===== src/wcs_defs.vh =====
`ifndef WCS_DEFS_VH
`define WCS_DEFS_VH

// Timing
`define WCS_CLK_HZ          20000000
`define WCS_US_PER_S        1000000
`define WCS_CYC_PER_US      (`WCS_CLK_HZ / `WCS_US_PER_S)
`define WCS_US_PER_MS       1000
`define WCS_MS_PER_S        1000
`define WCS_NV_HOLD_S       120
`define WCS_PRE_W           5
`define WCS_MS_CNT_W        10
`define WCS_S_CNT_W         10
`define WCS_HOLD_W          7

// Command byte bits
`define WCS_CMD_STORE       1
`define WCS_CMD_ERASE       2
`define WCS_CMD_FREEZE      5
`define WCS_CMD_ZERO        6
`define WCS_CMD_REF         7

// Status word bits
`define WCS_ST_CAL_VALID    0
`define WCS_ST_STEADY       1
`define WCS_ST_NV_LOCK      2

// Filter select codes
`define WCS_FILTER_SELECT_LVL_FIRST  4'h2
`define WCS_FILTER_SELECT_LVL_LAST   4'h9

// Diagnostic source indices
`define WCS_SRC_AUX         0
`define WCS_SRC_BUFOVF      1
`define WCS_SRC_COMM        2
`define WCS_SRC_PARAM       3
`define WCS_SRC_UNDER       4
`define WCS_SRC_OVER        5
`define WCS_SRC_EXC         6
`define WCS_SRC_N           7

// Record numbers and lengths
`define WCS_REC_SHORT       8'h00
`define WCS_REC_FULL        8'h01
`define WCS_REC_SHORT_LEN   5'h04
`define WCS_REC_FULL_LEN    5'h14

// Record byte positions
`define WCS_B_DIAG_A        5'h00
`define WCS_B_MODCLS        5'h01
`define WCS_B_RSVD          5'h02
`define WCS_B_DIAG_D        5'h03
`define WCS_B_CHKIND        5'h04
`define WCS_B_DIAG_BITS_PER_CHANNEL        5'h05
`define WCS_B_CHANNEL_COUNT         5'h06
`define WCS_B_CHSUM         5'h07
`define WCS_B_CHERR0        5'h08
`define WCS_B_TS0           5'h10
`define WCS_B_TS1           5'h11
`define WCS_B_TS2           5'h12
`define WCS_B_TS3           5'h13

// Fixed record values
`define WCS_MODCLS_VAL      8'h15
`define WCS_CHKIND_VAL      8'h71
`define WCS_DIAG_BITS_PER_CHANNEL_VAL      8'h08
`define WCS_CHANNEL_COUNT_VAL       8'h01

`endif


===== src/wcs_top.v =====
// Summary of operation
// - While freeze command is high, samples are not forwarded to the filter.
// - Filter select turns the filter off or fixes one of eight static levels.
// - Command bit 6 captures the current reading as zero point.
// - Command bit 7 captures the current reading as reference point.
// - Command bit 1 stores captured calibration; stored values then take effect.
// - Stored calibration is non-volatile; command bit 2 erases it.
// - Stores are accepted only after the 120th second tick since the previous write.
// - Steady bit 1 sets after value stays in band longer than window.
// - Tracking start latches sample as band centre and zeroes window timer.
// - Leaving the band clears steady, recentres band and restarts timer.
// - Enabled diagnostics raise an incoming interrupt with a captured record.
// - Cause vanishing raises a going interrupt automatically.
// - Events between incoming and going interrupt are discarded.
// - Fault LED is on from incoming until going interrupt.
// - Sources: aux supply, buffer overflow, comm error, parameter error, range, excitation short.
// - Record: four bytes, kind, bit count, channels, summary, 8 error, 4 ticker.
// - Full record readable as 01h; first four bytes as record 00h.
// - First byte: failure bit 0, external 2, channel 3, aux 4, param 7.
// - Module info byte holds analog class and channel-info bit 4.
// - Fourth byte: buffer overflow bit 3, comm error bit 4, rest reserved.
// - Record reports 8 bits per channel, one channel, analog input kind.
// - Channel byte: param bit 0, excitation short 3, underflow 6, overflow 7.
// - 32-bit microsecond ticker from zero at power-up, captured per event.
`include "wcs_defs.vh"

module wcs_top (
  input  wire        i_mclk,
  input  wire        i_rst_n,
  input  wire        i_sample_valid,
  input  wire [23:0] i_sample,
  input  wire [7:0]  i_cmd_byte,
  input  wire [3:0]  i_filter_select,
  input  wire [23:0] i_settle_tolerance,
  input  wire [15:0] i_settle_window_ms,
  input  wire        i_diag_irq_en,
  input  wire        i_aux_missing,
  input  wire        i_buf_overflow,
  input  wire        i_comm_error,
  input  wire        i_param_error,
  input  wire        i_range_under,
  input  wire        i_range_over,
  input  wire        i_exc_short,
  input  wire        i_nv_valid,
  input  wire [23:0] i_nv_zero,
  input  wire [23:0] i_nv_ref,
  input  wire        i_rd_req,
  input  wire [7:0]  i_rd_record_set,
  input  wire [4:0]  i_rd_index,
  output reg         o_filter_select_valid,
  output reg  [23:0] o_filter_select_sample,
  output reg         o_filter_bypass,
  output reg  [2:0]  o_filter_level,
  output reg  [15:0] o_weigh_status_word,
  output reg  [23:0] o_cal_zero,
  output reg  [23:0] o_cal_ref,
  output reg         o_nv_write,
  output reg         o_nv_erase,
  output reg  [23:0] o_nv_zero,
  output reg  [23:0] o_nv_ref,
  output reg         o_diag_irq_in,
  output reg         o_diag_irq_out,
  output reg         o_fault_led,
  output reg         o_rd_valid,
  output reg         o_rd_error,
  output reg  [7:0]  o_rd_data
);

  localparam ST_IDLE   = 1'b0;
  localparam ST_ACTIVE = 1'b1;

  // Pin synchronisers for diagnostic sources
  wire [`WCS_SRC_N-1:0] src_raw = {i_exc_short, i_range_over, i_range_under, i_param_error,
                                   i_comm_error, i_buf_overflow, i_aux_missing};
  reg  [`WCS_SRC_N-1:0] src_s1_q;
  reg  [`WCS_SRC_N-1:0] src_s2_q;
  reg  [`WCS_SRC_N-1:0] src_s3_q;
  reg  [`WCS_SRC_N-1:0] src_q;

  genvar gi;
  generate
    for (gi = 0; gi < `WCS_SRC_N; gi = gi + 1) begin : g_sync
      always @(posedge i_mclk or negedge i_rst_n) begin
        if (!i_rst_n) begin
          src_s1_q[gi] <= 1'b0;
          src_s2_q[gi] <= 1'b0;
          src_s3_q[gi] <= 1'b0;
          src_q[gi]    <= 1'b0;
        end else begin
          src_s1_q[gi] <= src_raw[gi];
          src_s2_q[gi] <= src_s1_q[gi];
          src_s3_q[gi] <= src_s2_q[gi];
          if (src_s2_q[gi] == src_s3_q[gi]) begin
            src_q[gi] <= src_s3_q[gi];
          end
        end
      end
    end
  endgenerate

  // Time base: us, ms and s enables
  reg  [`WCS_PRE_W-1:0]    pre_q;
  reg  [`WCS_MS_CNT_W-1:0] us_in_ms_q;
  reg  [`WCS_S_CNT_W-1:0]  ms_in_s_q;
  reg                      us_tick_q;
  reg                      ms_tick_q;
  reg                      s_tick_q;
  reg  [31:0]              ticker_q;

  always @(posedge i_mclk or negedge i_rst_n) begin
    if (!i_rst_n) begin
      pre_q      <= {`WCS_PRE_W{1'b0}};
      us_in_ms_q <= {`WCS_MS_CNT_W{1'b0}};
      ms_in_s_q  <= {`WCS_S_CNT_W{1'b0}};
      us_tick_q  <= 1'b0;
      ms_tick_q  <= 1'b0;
      s_tick_q   <= 1'b0;
      ticker_q   <= 32'h0000_0000;
    end else begin
      us_tick_q <= 1'b0;
      ms_tick_q <= 1'b0;
      s_tick_q  <= 1'b0;
      if (pre_q == `WCS_CYC_PER_US - 1) begin
        pre_q     <= {`WCS_PRE_W{1'b0}};
        us_tick_q <= 1'b1;
      end else begin
        pre_q <= pre_q + 1'b1;
      end
      if (us_tick_q) begin
        ticker_q <= ticker_q + 32'h0000_0001;
        if (us_in_ms_q == `WCS_US_PER_MS - 1) begin
          us_in_ms_q <= {`WCS_MS_CNT_W{1'b0}};
          ms_tick_q  <= 1'b1;
        end else begin
          us_in_ms_q <= us_in_ms_q + 1'b1;
        end
      end
      if (ms_tick_q) begin
        if (ms_in_s_q == `WCS_MS_PER_S - 1) begin
          ms_in_s_q <= {`WCS_S_CNT_W{1'b0}};
          s_tick_q  <= 1'b1;
        end else begin
          ms_in_s_q <= ms_in_s_q + 1'b1;
        end
      end
    end
  end

  // Command edge detect
  reg  [7:0] cmd_prev_q;
  wire [7:0] cmd_rise = i_cmd_byte & ~cmd_prev_q;
  wire       freeze   = i_cmd_byte[`WCS_CMD_FREEZE];
  wire [3:0] lvl_off  = i_filter_select - `WCS_FILTER_SELECT_LVL_FIRST;

  // Filter feed and level selection
  always @(posedge i_mclk or negedge i_rst_n) begin
    if (!i_rst_n) begin
      cmd_prev_q      <= 8'h00;
      o_filter_select_valid    <= 1'b0;
      o_filter_select_sample   <= 24'h00_0000;
      o_filter_bypass <= 1'b1;
      o_filter_level  <= 3'h0;
    end else begin
      cmd_prev_q   <= i_cmd_byte;
      o_filter_select_valid <= i_sample_valid & ~freeze;
      if (i_sample_valid && !freeze) begin
        o_filter_select_sample <= i_sample;
      end
      if (i_filter_select >= `WCS_FILTER_SELECT_LVL_FIRST && i_filter_select <= `WCS_FILTER_SELECT_LVL_LAST) begin
        o_filter_bypass <= 1'b0;
        o_filter_level  <= lvl_off[2:0];
      end else begin
        o_filter_bypass <= 1'b1;
        o_filter_level  <= 3'h0;
      end
    end
  end

  // Calibration capture, store, erase and NV hold-off
  reg  [23:0]            zero_cap_q;
  reg  [23:0]            ref_cap_q;
  reg                    cal_valid_q;
  reg                    loaded_q;
  reg                    nv_locked_q;
  reg  [`WCS_HOLD_W-1:0] hold_s_q;

  always @(posedge i_mclk or negedge i_rst_n) begin
    if (!i_rst_n) begin
      zero_cap_q  <= 24'h00_0000;
      ref_cap_q   <= 24'h00_0000;
      cal_valid_q <= 1'b0;
      loaded_q    <= 1'b0;
      nv_locked_q <= 1'b0;
      hold_s_q    <= {`WCS_HOLD_W{1'b0}};
      o_cal_zero  <= 24'h00_0000;
      o_cal_ref   <= 24'h00_0000;
      o_nv_write  <= 1'b0;
      o_nv_erase  <= 1'b0;
      o_nv_zero   <= 24'h00_0000;
      o_nv_ref    <= 24'h00_0000;
    end else begin
      o_nv_write <= 1'b0;
      o_nv_erase <= 1'b0;
      if (!loaded_q) begin
        loaded_q    <= 1'b1;
        cal_valid_q <= i_nv_valid;
        o_cal_zero  <= i_nv_zero;
        o_cal_ref   <= i_nv_ref;
      end else begin
        if (cmd_rise[`WCS_CMD_ZERO]) begin
          zero_cap_q <= i_sample;
        end
        if (cmd_rise[`WCS_CMD_REF]) begin
          ref_cap_q <= i_sample;
        end
        if (nv_locked_q && s_tick_q) begin
          if (hold_s_q == `WCS_NV_HOLD_S - 1) begin
            nv_locked_q <= 1'b0;
          end else begin
            hold_s_q <= hold_s_q + 1'b1;
          end
        end
        if (cmd_rise[`WCS_CMD_STORE] && !nv_locked_q) begin
          o_nv_write  <= 1'b1;
          o_nv_zero   <= zero_cap_q;
          o_nv_ref    <= ref_cap_q;
          o_cal_zero  <= zero_cap_q;
          o_cal_ref   <= ref_cap_q;
          cal_valid_q <= 1'b1;
          nv_locked_q <= 1'b1;
          hold_s_q    <= {`WCS_HOLD_W{1'b0}};
        end else if (cmd_rise[`WCS_CMD_ERASE]) begin
          o_nv_erase  <= 1'b1;
          cal_valid_q <= 1'b0;
          o_cal_zero  <= 24'h00_0000;
          o_cal_ref   <= 24'h00_0000;
        end
      end
    end
  end

  // Steady-state detection
  reg  [23:0] centre_q;
  reg  [15:0] win_ms_q;
  reg         tracking_q;
  reg         steady_q;
  wire [24:0] diff     = {i_sample[23], i_sample} - {centre_q[23], centre_q};
  wire [24:0] abs_diff = diff[24] ? (~diff + 25'h000_0001) : diff;
  wire        out_band = abs_diff > {1'b0, i_settle_tolerance};

  always @(posedge i_mclk or negedge i_rst_n) begin
    if (!i_rst_n) begin
      centre_q   <= 24'h00_0000;
      win_ms_q   <= 16'h0000;
      tracking_q <= 1'b0;
      steady_q   <= 1'b0;
    end else begin
      if (i_sample_valid && !tracking_q) begin
        tracking_q <= 1'b1;
        centre_q   <= i_sample;
        win_ms_q   <= 16'h0000;
      end else if (i_sample_valid && out_band) begin
        steady_q <= 1'b0;
        centre_q <= i_sample;
        win_ms_q <= 16'h0000;
      end else if (tracking_q && ms_tick_q) begin
        if (win_ms_q != 16'hffff) begin
          win_ms_q <= win_ms_q + 16'h0001;
        end
        if (win_ms_q >= i_settle_window_ms) begin
          steady_q <= 1'b1;
        end
      end
    end
  end

  always @(posedge i_mclk or negedge i_rst_n) begin
    if (!i_rst_n) begin
      o_weigh_status_word <= 16'h0000;
    end else begin
      o_weigh_status_word                     <= 16'h0000;
      o_weigh_status_word[`WCS_ST_CAL_VALID]  <= cal_valid_q;
      o_weigh_status_word[`WCS_ST_STEADY]     <= steady_q;
      o_weigh_status_word[`WCS_ST_NV_LOCK]    <= nv_locked_q;
    end
  end

  // Diagnostics: record snapshot and interrupt sequencing
  wire       cause    = |src_q;
  wire       ch_err   = src_q[`WCS_SRC_PARAM] | src_q[`WCS_SRC_EXC] |
                        src_q[`WCS_SRC_UNDER] | src_q[`WCS_SRC_OVER];
  wire [7:0] diag_a_n = {src_q[`WCS_SRC_PARAM], 2'b00, src_q[`WCS_SRC_AUX], ch_err,
                         src_q[`WCS_SRC_AUX] | src_q[`WCS_SRC_EXC], 1'b0, cause};
  wire [7:0] diag_d_n = {3'b000, src_q[`WCS_SRC_COMM], src_q[`WCS_SRC_BUFOVF], 3'b000};
  wire [7:0] channel_error_summary_n  = {src_q[`WCS_SRC_OVER], src_q[`WCS_SRC_UNDER], 2'b00,
                         src_q[`WCS_SRC_EXC], 2'b00, src_q[`WCS_SRC_PARAM]};

  reg        diag_st_q;
  reg [7:0]  diag_a_q;
  reg [7:0]  diag_d_q;
  reg [7:0]  channel_error_summary_q;
  reg [31:0] stamp_q;

  always @(posedge i_mclk or negedge i_rst_n) begin
    if (!i_rst_n) begin
      diag_st_q      <= ST_IDLE;
      diag_a_q       <= 8'h00;
      diag_d_q       <= 8'h00;
      channel_error_summary_q        <= 8'h00;
      stamp_q        <= 32'h0000_0000;
      o_diag_irq_in  <= 1'b0;
      o_diag_irq_out <= 1'b0;
      o_fault_led    <= 1'b0;
    end else begin
      o_diag_irq_in  <= 1'b0;
      o_diag_irq_out <= 1'b0;
      case (diag_st_q)
        ST_IDLE: begin
          if (cause && i_diag_irq_en) begin
            diag_st_q     <= ST_ACTIVE;
            o_diag_irq_in <= 1'b1;
            o_fault_led   <= 1'b1;
            diag_a_q      <= diag_a_n;
            diag_d_q      <= diag_d_n;
            channel_error_summary_q       <= channel_error_summary_n;
            stamp_q       <= ticker_q;
          end
        end
        ST_ACTIVE: begin
          // Record stays frozen while the event window is open
          if (!cause) begin
            diag_st_q      <= ST_IDLE;
            o_diag_irq_out <= 1'b1;
            o_fault_led    <= 1'b0;
            diag_a_q       <= 8'h00;
            diag_d_q       <= 8'h00;
            channel_error_summary_q        <= 8'h00;
          end
        end
        default: begin
          diag_st_q <= ST_IDLE;
        end
      endcase
    end
  end

  // Record read port
  reg [7:0] rec_byte;
  always @* begin
    case (i_rd_index)
      `WCS_B_DIAG_A: rec_byte = diag_a_q;
      `WCS_B_MODCLS: rec_byte = `WCS_MODCLS_VAL;
      `WCS_B_RSVD:   rec_byte = 8'h00;
      `WCS_B_DIAG_D: rec_byte = diag_d_q;
      `WCS_B_CHKIND: rec_byte = `WCS_CHKIND_VAL;
      `WCS_B_DIAG_BITS_PER_CHANNEL: rec_byte = `WCS_DIAG_BITS_PER_CHANNEL_VAL;
      `WCS_B_CHANNEL_COUNT:  rec_byte = `WCS_CHANNEL_COUNT_VAL;
      `WCS_B_CHSUM:  rec_byte = {7'h00, |channel_error_summary_q};
      `WCS_B_CHERR0: rec_byte = channel_error_summary_q;
      `WCS_B_TS0:    rec_byte = stamp_q[7:0];
      `WCS_B_TS1:    rec_byte = stamp_q[15:8];
      `WCS_B_TS2:    rec_byte = stamp_q[23:16];
      `WCS_B_TS3:    rec_byte = stamp_q[31:24];
      default:       rec_byte = 8'h00;
    endcase
  end

  wire rd_ok = (i_rd_record_set == `WCS_REC_FULL  && i_rd_index < `WCS_REC_FULL_LEN) ||
               (i_rd_record_set == `WCS_REC_SHORT && i_rd_index < `WCS_REC_SHORT_LEN);

  always @(posedge i_mclk or negedge i_rst_n) begin
    if (!i_rst_n) begin
      o_rd_valid <= 1'b0;
      o_rd_error <= 1'b0;
      o_rd_data  <= 8'h00;
    end else begin
      o_rd_valid <= i_rd_req;
      o_rd_error <= i_rd_req & ~rd_ok;
      if (i_rd_req) begin
        o_rd_data <= rd_ok ? rec_byte : 8'h00;
      end
    end
  end

endmodule // wcs_top


===== config.mk =====
export PLATFORM = sky130hd
export DESIGN_NAME = wcs_top
export DESIGN_NICKNAME = d
export VERILOG_FILES = /design/src/wcs_top.v
export VERILOG_INCLUDE_DIRS = /design/src
export SDC_FILE = /design/constraint.sdc
export NUM_CORES = 1
export LEC_CHECK = 0
export BUFFER_PORTS_ARGS = -buffer_cell sky130_fd_sc_hd__buf_2
export CAP_MARGIN = 10
export CELL_PAD_IN_SITES_DETAIL_PLACEMENT = 0
export CELL_PAD_IN_SITES_GLOBAL_PLACEMENT = 1
export CORE_MARGIN = 3
export CORE_UTILIZATION = 45
export CTS_CLUSTER_DIAMETER = 120
export DETAILED_ROUTE_END_ITERATION = 12
export MAX_ROUTING_LAYER = met4
export PLACE_DENSITY_LB_ADDON = 0.1
export SLEW_MARGIN = 10
export SYNTH_ARGS = -nofsm -noshare
export SYNTH_HDL_FRONTEND = slang
export SYNTH_SLANG_ARGS = --single-unit

===== constraint.sdc =====
create_clock -name i_mclk -period 6 [get_ports i_mclk]
set_input_delay 1.2 -clock i_mclk [delete_from_list [all_inputs] [get_ports i_mclk]]
set_output_delay 1.2 -clock i_mclk [all_outputs]
set_load 0.02 [all_outputs]

Word level (Yosys, flattened, before mapping)
Cells that the tools add are included.

Muxes and demuxes: 57. $lt $le $gt $ge: 6. Bitwise logic cells: 13. Eq/ne operators: 28. Reductions and logical operators: 34. Add/sub/neg operators: 9. Shift-type cells: 0. Multipliers: 0. Div/mod/pow operators: 0.

Operator list (count): $mux W24 (7); $pmux W8 S12 (1); $mux W16 (4); $pmux W8 S2 (3); $mux W8 (5); $add A32 B1 Y32 const B (1); $mux W1 (27); $add A25 B1 Y25 const B (1); $eq A5 B5 Y1 const B (5); $gt A25 B24 Y1 (1); $mux W25 (1); $not A25 Y25 (1); $sub A24 B24 Y25 (1); $mux W7 (3); $add A10 B1 Y10 const B (2); $eq A10 B10 Y1 const B (2); $eq A5 B3 Y1 const B (4); $mux W10 (2); $add A16 B1 Y16 const B (1); $ge A16 B16 Y1 (1); $ne A16 B16 Y1 const B (1); $reduce_and A2 Y1 (6); $logic_and A1 B1 Y1 (10); $reduce_bool A2 Y1 (5); other kinds (32) (52).

Memories kept: 0. Bits in read-only memories: 0. Bits in writable memories: 0. Logic and storage cells: 215. Input port bits: 150. Output and inout bits: 156. Bits in latches: 0. Register bits: 396.

Logic depth before layout (Yosys ltp)
Depth after elaboration: 8. Gate-level depth with buffers: 25. Mapped depth without buffers: 22.

Worst setup path after synthesis
OpenSTA, ideal clock, no wires.

Kind: in2reg. From: input i_sample[0]. To: register centre_q[10]. Arrival: 6.067 ns. Data required time: 5.875 ns. Buffers on the path: 1. Setup time: 0.125 ns. Setup slack: -0.192 ns. Stages on the path: 23. Cells stage by stage: inv_1 ha_1 fa_1 and2b_1 o2111ai_2 a21boi_0 o211ai_1 or4b_4 or3_4 nor3_1 a21oi_1 xnor2_1 ha_1 a21o_1 a21o_1 a21oi_1 o21ai_0 a2111o_1 o21bai_1 a21bo_2 o21ai_2 buf_6 mux2_4.

Longest elaborated chain between the ends: 7.

Ends and longest elaborated chain: start, declared (line wcs_top.v:31) `input wire [23:0] i_sample,`; $sub A24 B24 Y25 (*) (line wcs_top.v:247) `wire [24:0] diff = {i_sample[23], i_sample} - {centre_q[23], centre_q};`; $not A25 Y25 (line wcs_top.v:248) `wire [24:0] abs_diff = diff[24] ? (~diff + 25'h000_0001) : diff;`; $add A25 B1 Y25 (line wcs_top.v:248); $mux W25 (*) (line wcs_top.v:248); $gt A25 B24 Y1 (*) (line wcs_top.v:249) `wire out_band = abs_diff > {1'b0, i_settle_tolerance};`; $logic_and A1 B1 Y1 (*) (line wcs_top.v:262) `end else if (i_sample_valid && out_band) begin`; $reduce_bool A2 Y1 (no source line) (*); end signal, assigned (line wcs_top.v:260) `centre_q <= i_sample;`; end signal, assigned (line wcs_top.v:264) `centre_q <= i_sample;`; end, declared (line wcs_top.v:243) `reg [23:0] centre_q;`.

Mark *: on every way between the ends. The rest lies on a longest branch, timed or not. A chain may end at the register's enable or synchronous reset.

Worst setup path after layout
From: input i_sample[0]. To: register centre_q[12].

Same word-level chain as after synthesis.

==> results.py <==
metrics = {
    "layout": {
        "drive_gt1_share_pct": 31.1,
        "area_delta_synth_final_pct": 22.2,
        "final_cell_mix": "dfrtp_1, buf_2, mux2_2, buf_4, inv_1",
        "fin_nets": 2210,
        "final_common_cell": "dfrtp_1",
        "stdcell_area_um2": 22400,
    },
    "timing": {
        "worst_slew_pin_slew_ns": 0.942,
        "drv_slew": 0,
        "rsz0062_at_grt": "no",
        "whs_ns": 0.347,
        "max_freq_ghz": 0.173,
        "setup_viol": 0,
        "relSlewSlack_pct": 37.2,
        "fin_crit_sh_pct": 96.4,
        "period_needed_ns": 5.78,
        "skew_ns": 0.00969,
        "hold_viol": 0,
    },
    "setup_path": {
        "r2r-end": "centre_q[12]$_DFFE_PN0P_",
        "crit_path_start_kind": "primary input",
        "crit_slowest_cell": "or4b_4",
        "cpLargestDelayFamily": "compound AO/OA/AOI/OAI gates",
        "crit_fanout": 11,
        "crit_buf_inv": 3,
        "worstRegToRegCells": 22,
        "end_kind": "register",
        "reg2reg_slack_ns": 0.63,
        "critPathCapture": "centre_q[12]$_DFFE_PN0P_",
        "cp-startpoint": "i_sample[0]",
        "cp.arrival_ns": 6.22,
        "worstSetupPathType": "primary input to register",
        "crit_required_ns": 6.44,
        "cp_num_cells": 24,
        "rr_startpoint": "centre_q[0]$_DFFE_PN0P_",
        "cp_cell_sequence": "buf_2 -> inv_1 -> ha_1 -> fa_1 -> and2b_2 -> o2111a_2 -> o32a_2 -> o311ai_2 -> or4b_4 -> or3_4 -> nor3_4 -> a21oi_1 -> xnor2_1 -> ha_1 -> a21o_1 -> a21o_1 -> a21oi_1 -> o21ai_1 -> a2111o_1 -> o21bai_1 -> a21bo_2 -> o21ai_4 -> clkbuf_16 -> mux2_4",
        "slowest_delay_ns": 0.51,
    },
    "clocking": {
        "path_clk_slew_ns": 0.05,
        "clk_latency_ns": 0.56,
        "clockBufferDepth": 3,
        "cts_tree": "yes",
        "clock-sinks": 378,
        "root_buffer": "clkbuf_16",
        "numCtsBuffers": 42,
        "cts_max_level": 2,
    },
    "power_and_ir_drop": {
        "p_leak_nw": 11.5,
        "p_sw_share_pct": 33.9,
        "power_frac_comb_pct": 41.3,
        "pwr-share-clk_pct": 27.1,
        "power-per-cell-area_nw_per_um2": 431,
        "sequentialPowerShare_pct": 31.6,
        "power.switching_mw": 3.28,
        "peakVddDrop_mv": 0.276,
        "total_power_mw": 9.68,
        "p_int_mw": 6.40,
    },
    "synth": {
        "synth.yosys.seq_area_share_pct": 51.5,
        "ys_ff_latch": 378,
        "synth_area_um2": 18400,
        "synth_mux_area_share_pct": 9.17,
        "synth_area_leaders": "dfrtp_1, mux2_2, ha_1",
        "synth_top_area_share_pct": 51.4,
        "yosysUniqueCellTypes": 90,
        "synth_area_leader_cell": "dfrtp_1",
        "synthAdderAreaFrac_pct": 5.33,
        "yosys_warnings": 0,
        "synthFlopType": "dfrtp_1",
        "syn_area_per_cell_um2": 11.3,
        "synth_simple_gate_area_share_pct": 11.7,
        "synth-xor-area-share_pct": 4.39,
        "synthCells": 1621,
        "synth_edf_count": 0,
        "synth_top_family_by_area": "compound AO/OA/AOI/OAI gates",
        "synth_compound_area_share_pct": 13.6,
        "async_reset_ff_share_pct": 100,
    },
    "die": {
        "ios": 306,
        "dieArea_um2": 43300,
        "die_height_um": 208,
        "dieWidth_um": 208,
        "rows": 73,
        "start_util_pct": 45.9,
        "core_area_um2": 40000,
    },
    "grt": {
        "grt_max_degree": 167,
        "grt_pass1_vias": 13900,
        "grt_overflow": 0,
        "grt_use_total_pct": 22.0,
        "antenna_found_initial": 3,
        "grt_pass1_wl_um": 75600,
    },
    "hold_path": {
        "hp-class": "register to register",
        "hold_start": "src_s1_q[3]$_DFF_PN0_",
    },
    "placed_design": {
        "portBuffers": 289,
        "placed_area_um2": 21000,
        "gp_congestion": 0.818,
        "hpwl_um": 34200,
    },
    "detailed_routing": {
        "vias_per_cell": 5.33,
        "num_vias": 13600,
        "wire_per_inst_um": 18.2,
        "drt_wl_total_um": 46300,
        "firstDrtPassIters": 5,
        "drc": 0,
        "antenna_left": 0,
        "drtIter0Drc": 733,
    },
    "status": {
        "outcome": "complete, no violations",
    },
    "flow_run": {
        "drv_cap": 0,
    },
}
## power by group through the flow
stage	Sequential, mW	Clock [mW]	Combinational (mW)
2_1_floorplan	3.11	0	2.66
3_3_place_gp	3.09	0	3.86
3_5_place_dp	3.10	0	3.95
4_1_cts	3.06	2.70	3.96
5_1_grt	3.10	2.80	4.46
6_report	3.06	2.62	4.00
## metal layers
metal  GRT usage, %  wire (µm)
met3           3.30       1660
met4           5.67        881
met5              -          0
met2           35.6      22500
met1           29.3      21200
## area by class of cell
type / instances / area, µm²
clock buffer: 54 / 1170
clock inverter: 16 / 224
multi-input combinational: 1074 / 8250
antenna: 1 / 2.50
inverter: 96 / 360
sequential: 378 / 9460
tap: 525 / 657
fill: 3551 / 17600
timing repair buffer: 396 / 2310
## worst min path at each step
stage                            endpoint  depth (start not counted)  slack [ns]
finish              src_s2_q[3]$_DFF_PN0_                          0        0.35
global route        src_s2_q[4]$_DFF_PN0_                          0        0.35
CTS                 src_s2_q[3]$_DFF_PN0_                          0        0.35
detailed placement  src_s2_q[3]$_DFF_PN0_                          0        0.33
global placement    src_s2_q[0]$_DFF_PN0_                          0        0.34
floorplan           src_s2_q[0]$_DFF_PN0_                          0        0.33
## Yosys cell counts (6+ instances only)
cell / instances
nor4_1: 6
mux2i_1: 10
mux2_4: 20
and3_1: 61
o21ai_0: 48
and2_1: 9
a31oi_1: 12
nand3b_1: 6
inv_1: 96
nand2_1: 75
a21oi_1: 49
mux2_2: 104
or2_2: 6
and4_1: 7
dfrtp_1: 377
maj3_1: 7
a21o_1: 73
clkbuf_1: 56
o22ai_1: 11
nand3_1: 51
a221o_1: 49
xnor2_1: 61
or3_1: 8
nor2_1: 93
xor2_1: 31
nand2b_1: 10
buf_4: 16
o211ai_1: 14
a22o_1: 10
nor3_1: 26
ha_1: 71
nor2b_1: 9
a211oi_1: 12
nand4_1: 27
## repair_timing
item,in CTS,in global routing
resized for setup,0,5
setup endpoints to repair,0,24
hold buffers,0,0
buffers inserted,0,0
## through the flow
step | setup slack [ns] | setup TNS, ns | util [%] | cells
after floorplan | 0.00112 | 0 | - | 1633
after global placement | -0.350 | -10.13 | 52.5 | 2468
after detailed placement | -0.386 | -11.42 | 52.5 | 2468
after CTS | 0.186 | 0 | 56.0 | 2538
after global routing | 0.00188 | 0 | 56.1 | 2540
final | 0.218 | 0 | 56.1 | 2540
## kinds of logic after synthesis
logic type	after synthesis
AOI/OAI and AO/OA	336
other	2
xor gates and xnor gates	92
DFF	378
adders and majority gates	79
buffers and inverters	181
and+or+nand+nor	413
muxes	140
## sequential cells by signal (all words and copies together) (netlist names), 5 cells and up
signal                  flops
centre_q                   24
hold_s_q                    7
ms_in_s_q                  10
o_cal_ref                  24
o_cal_zero                 24
o_filter_select_sample     24
o_nv_ref                   24
o_nv_zero                  24
o_rd_data                   8
pre_q                       5
ref_cap_q                  24
src_s1_q                    7
src_s2_q                    7
src_s3_q                    7
stamp_q                    32
ticker_q                   32
us_in_ms_q                 10
win_ms_q                   16
zero_cap_q                 24
(Power assumes the default switching activity.)
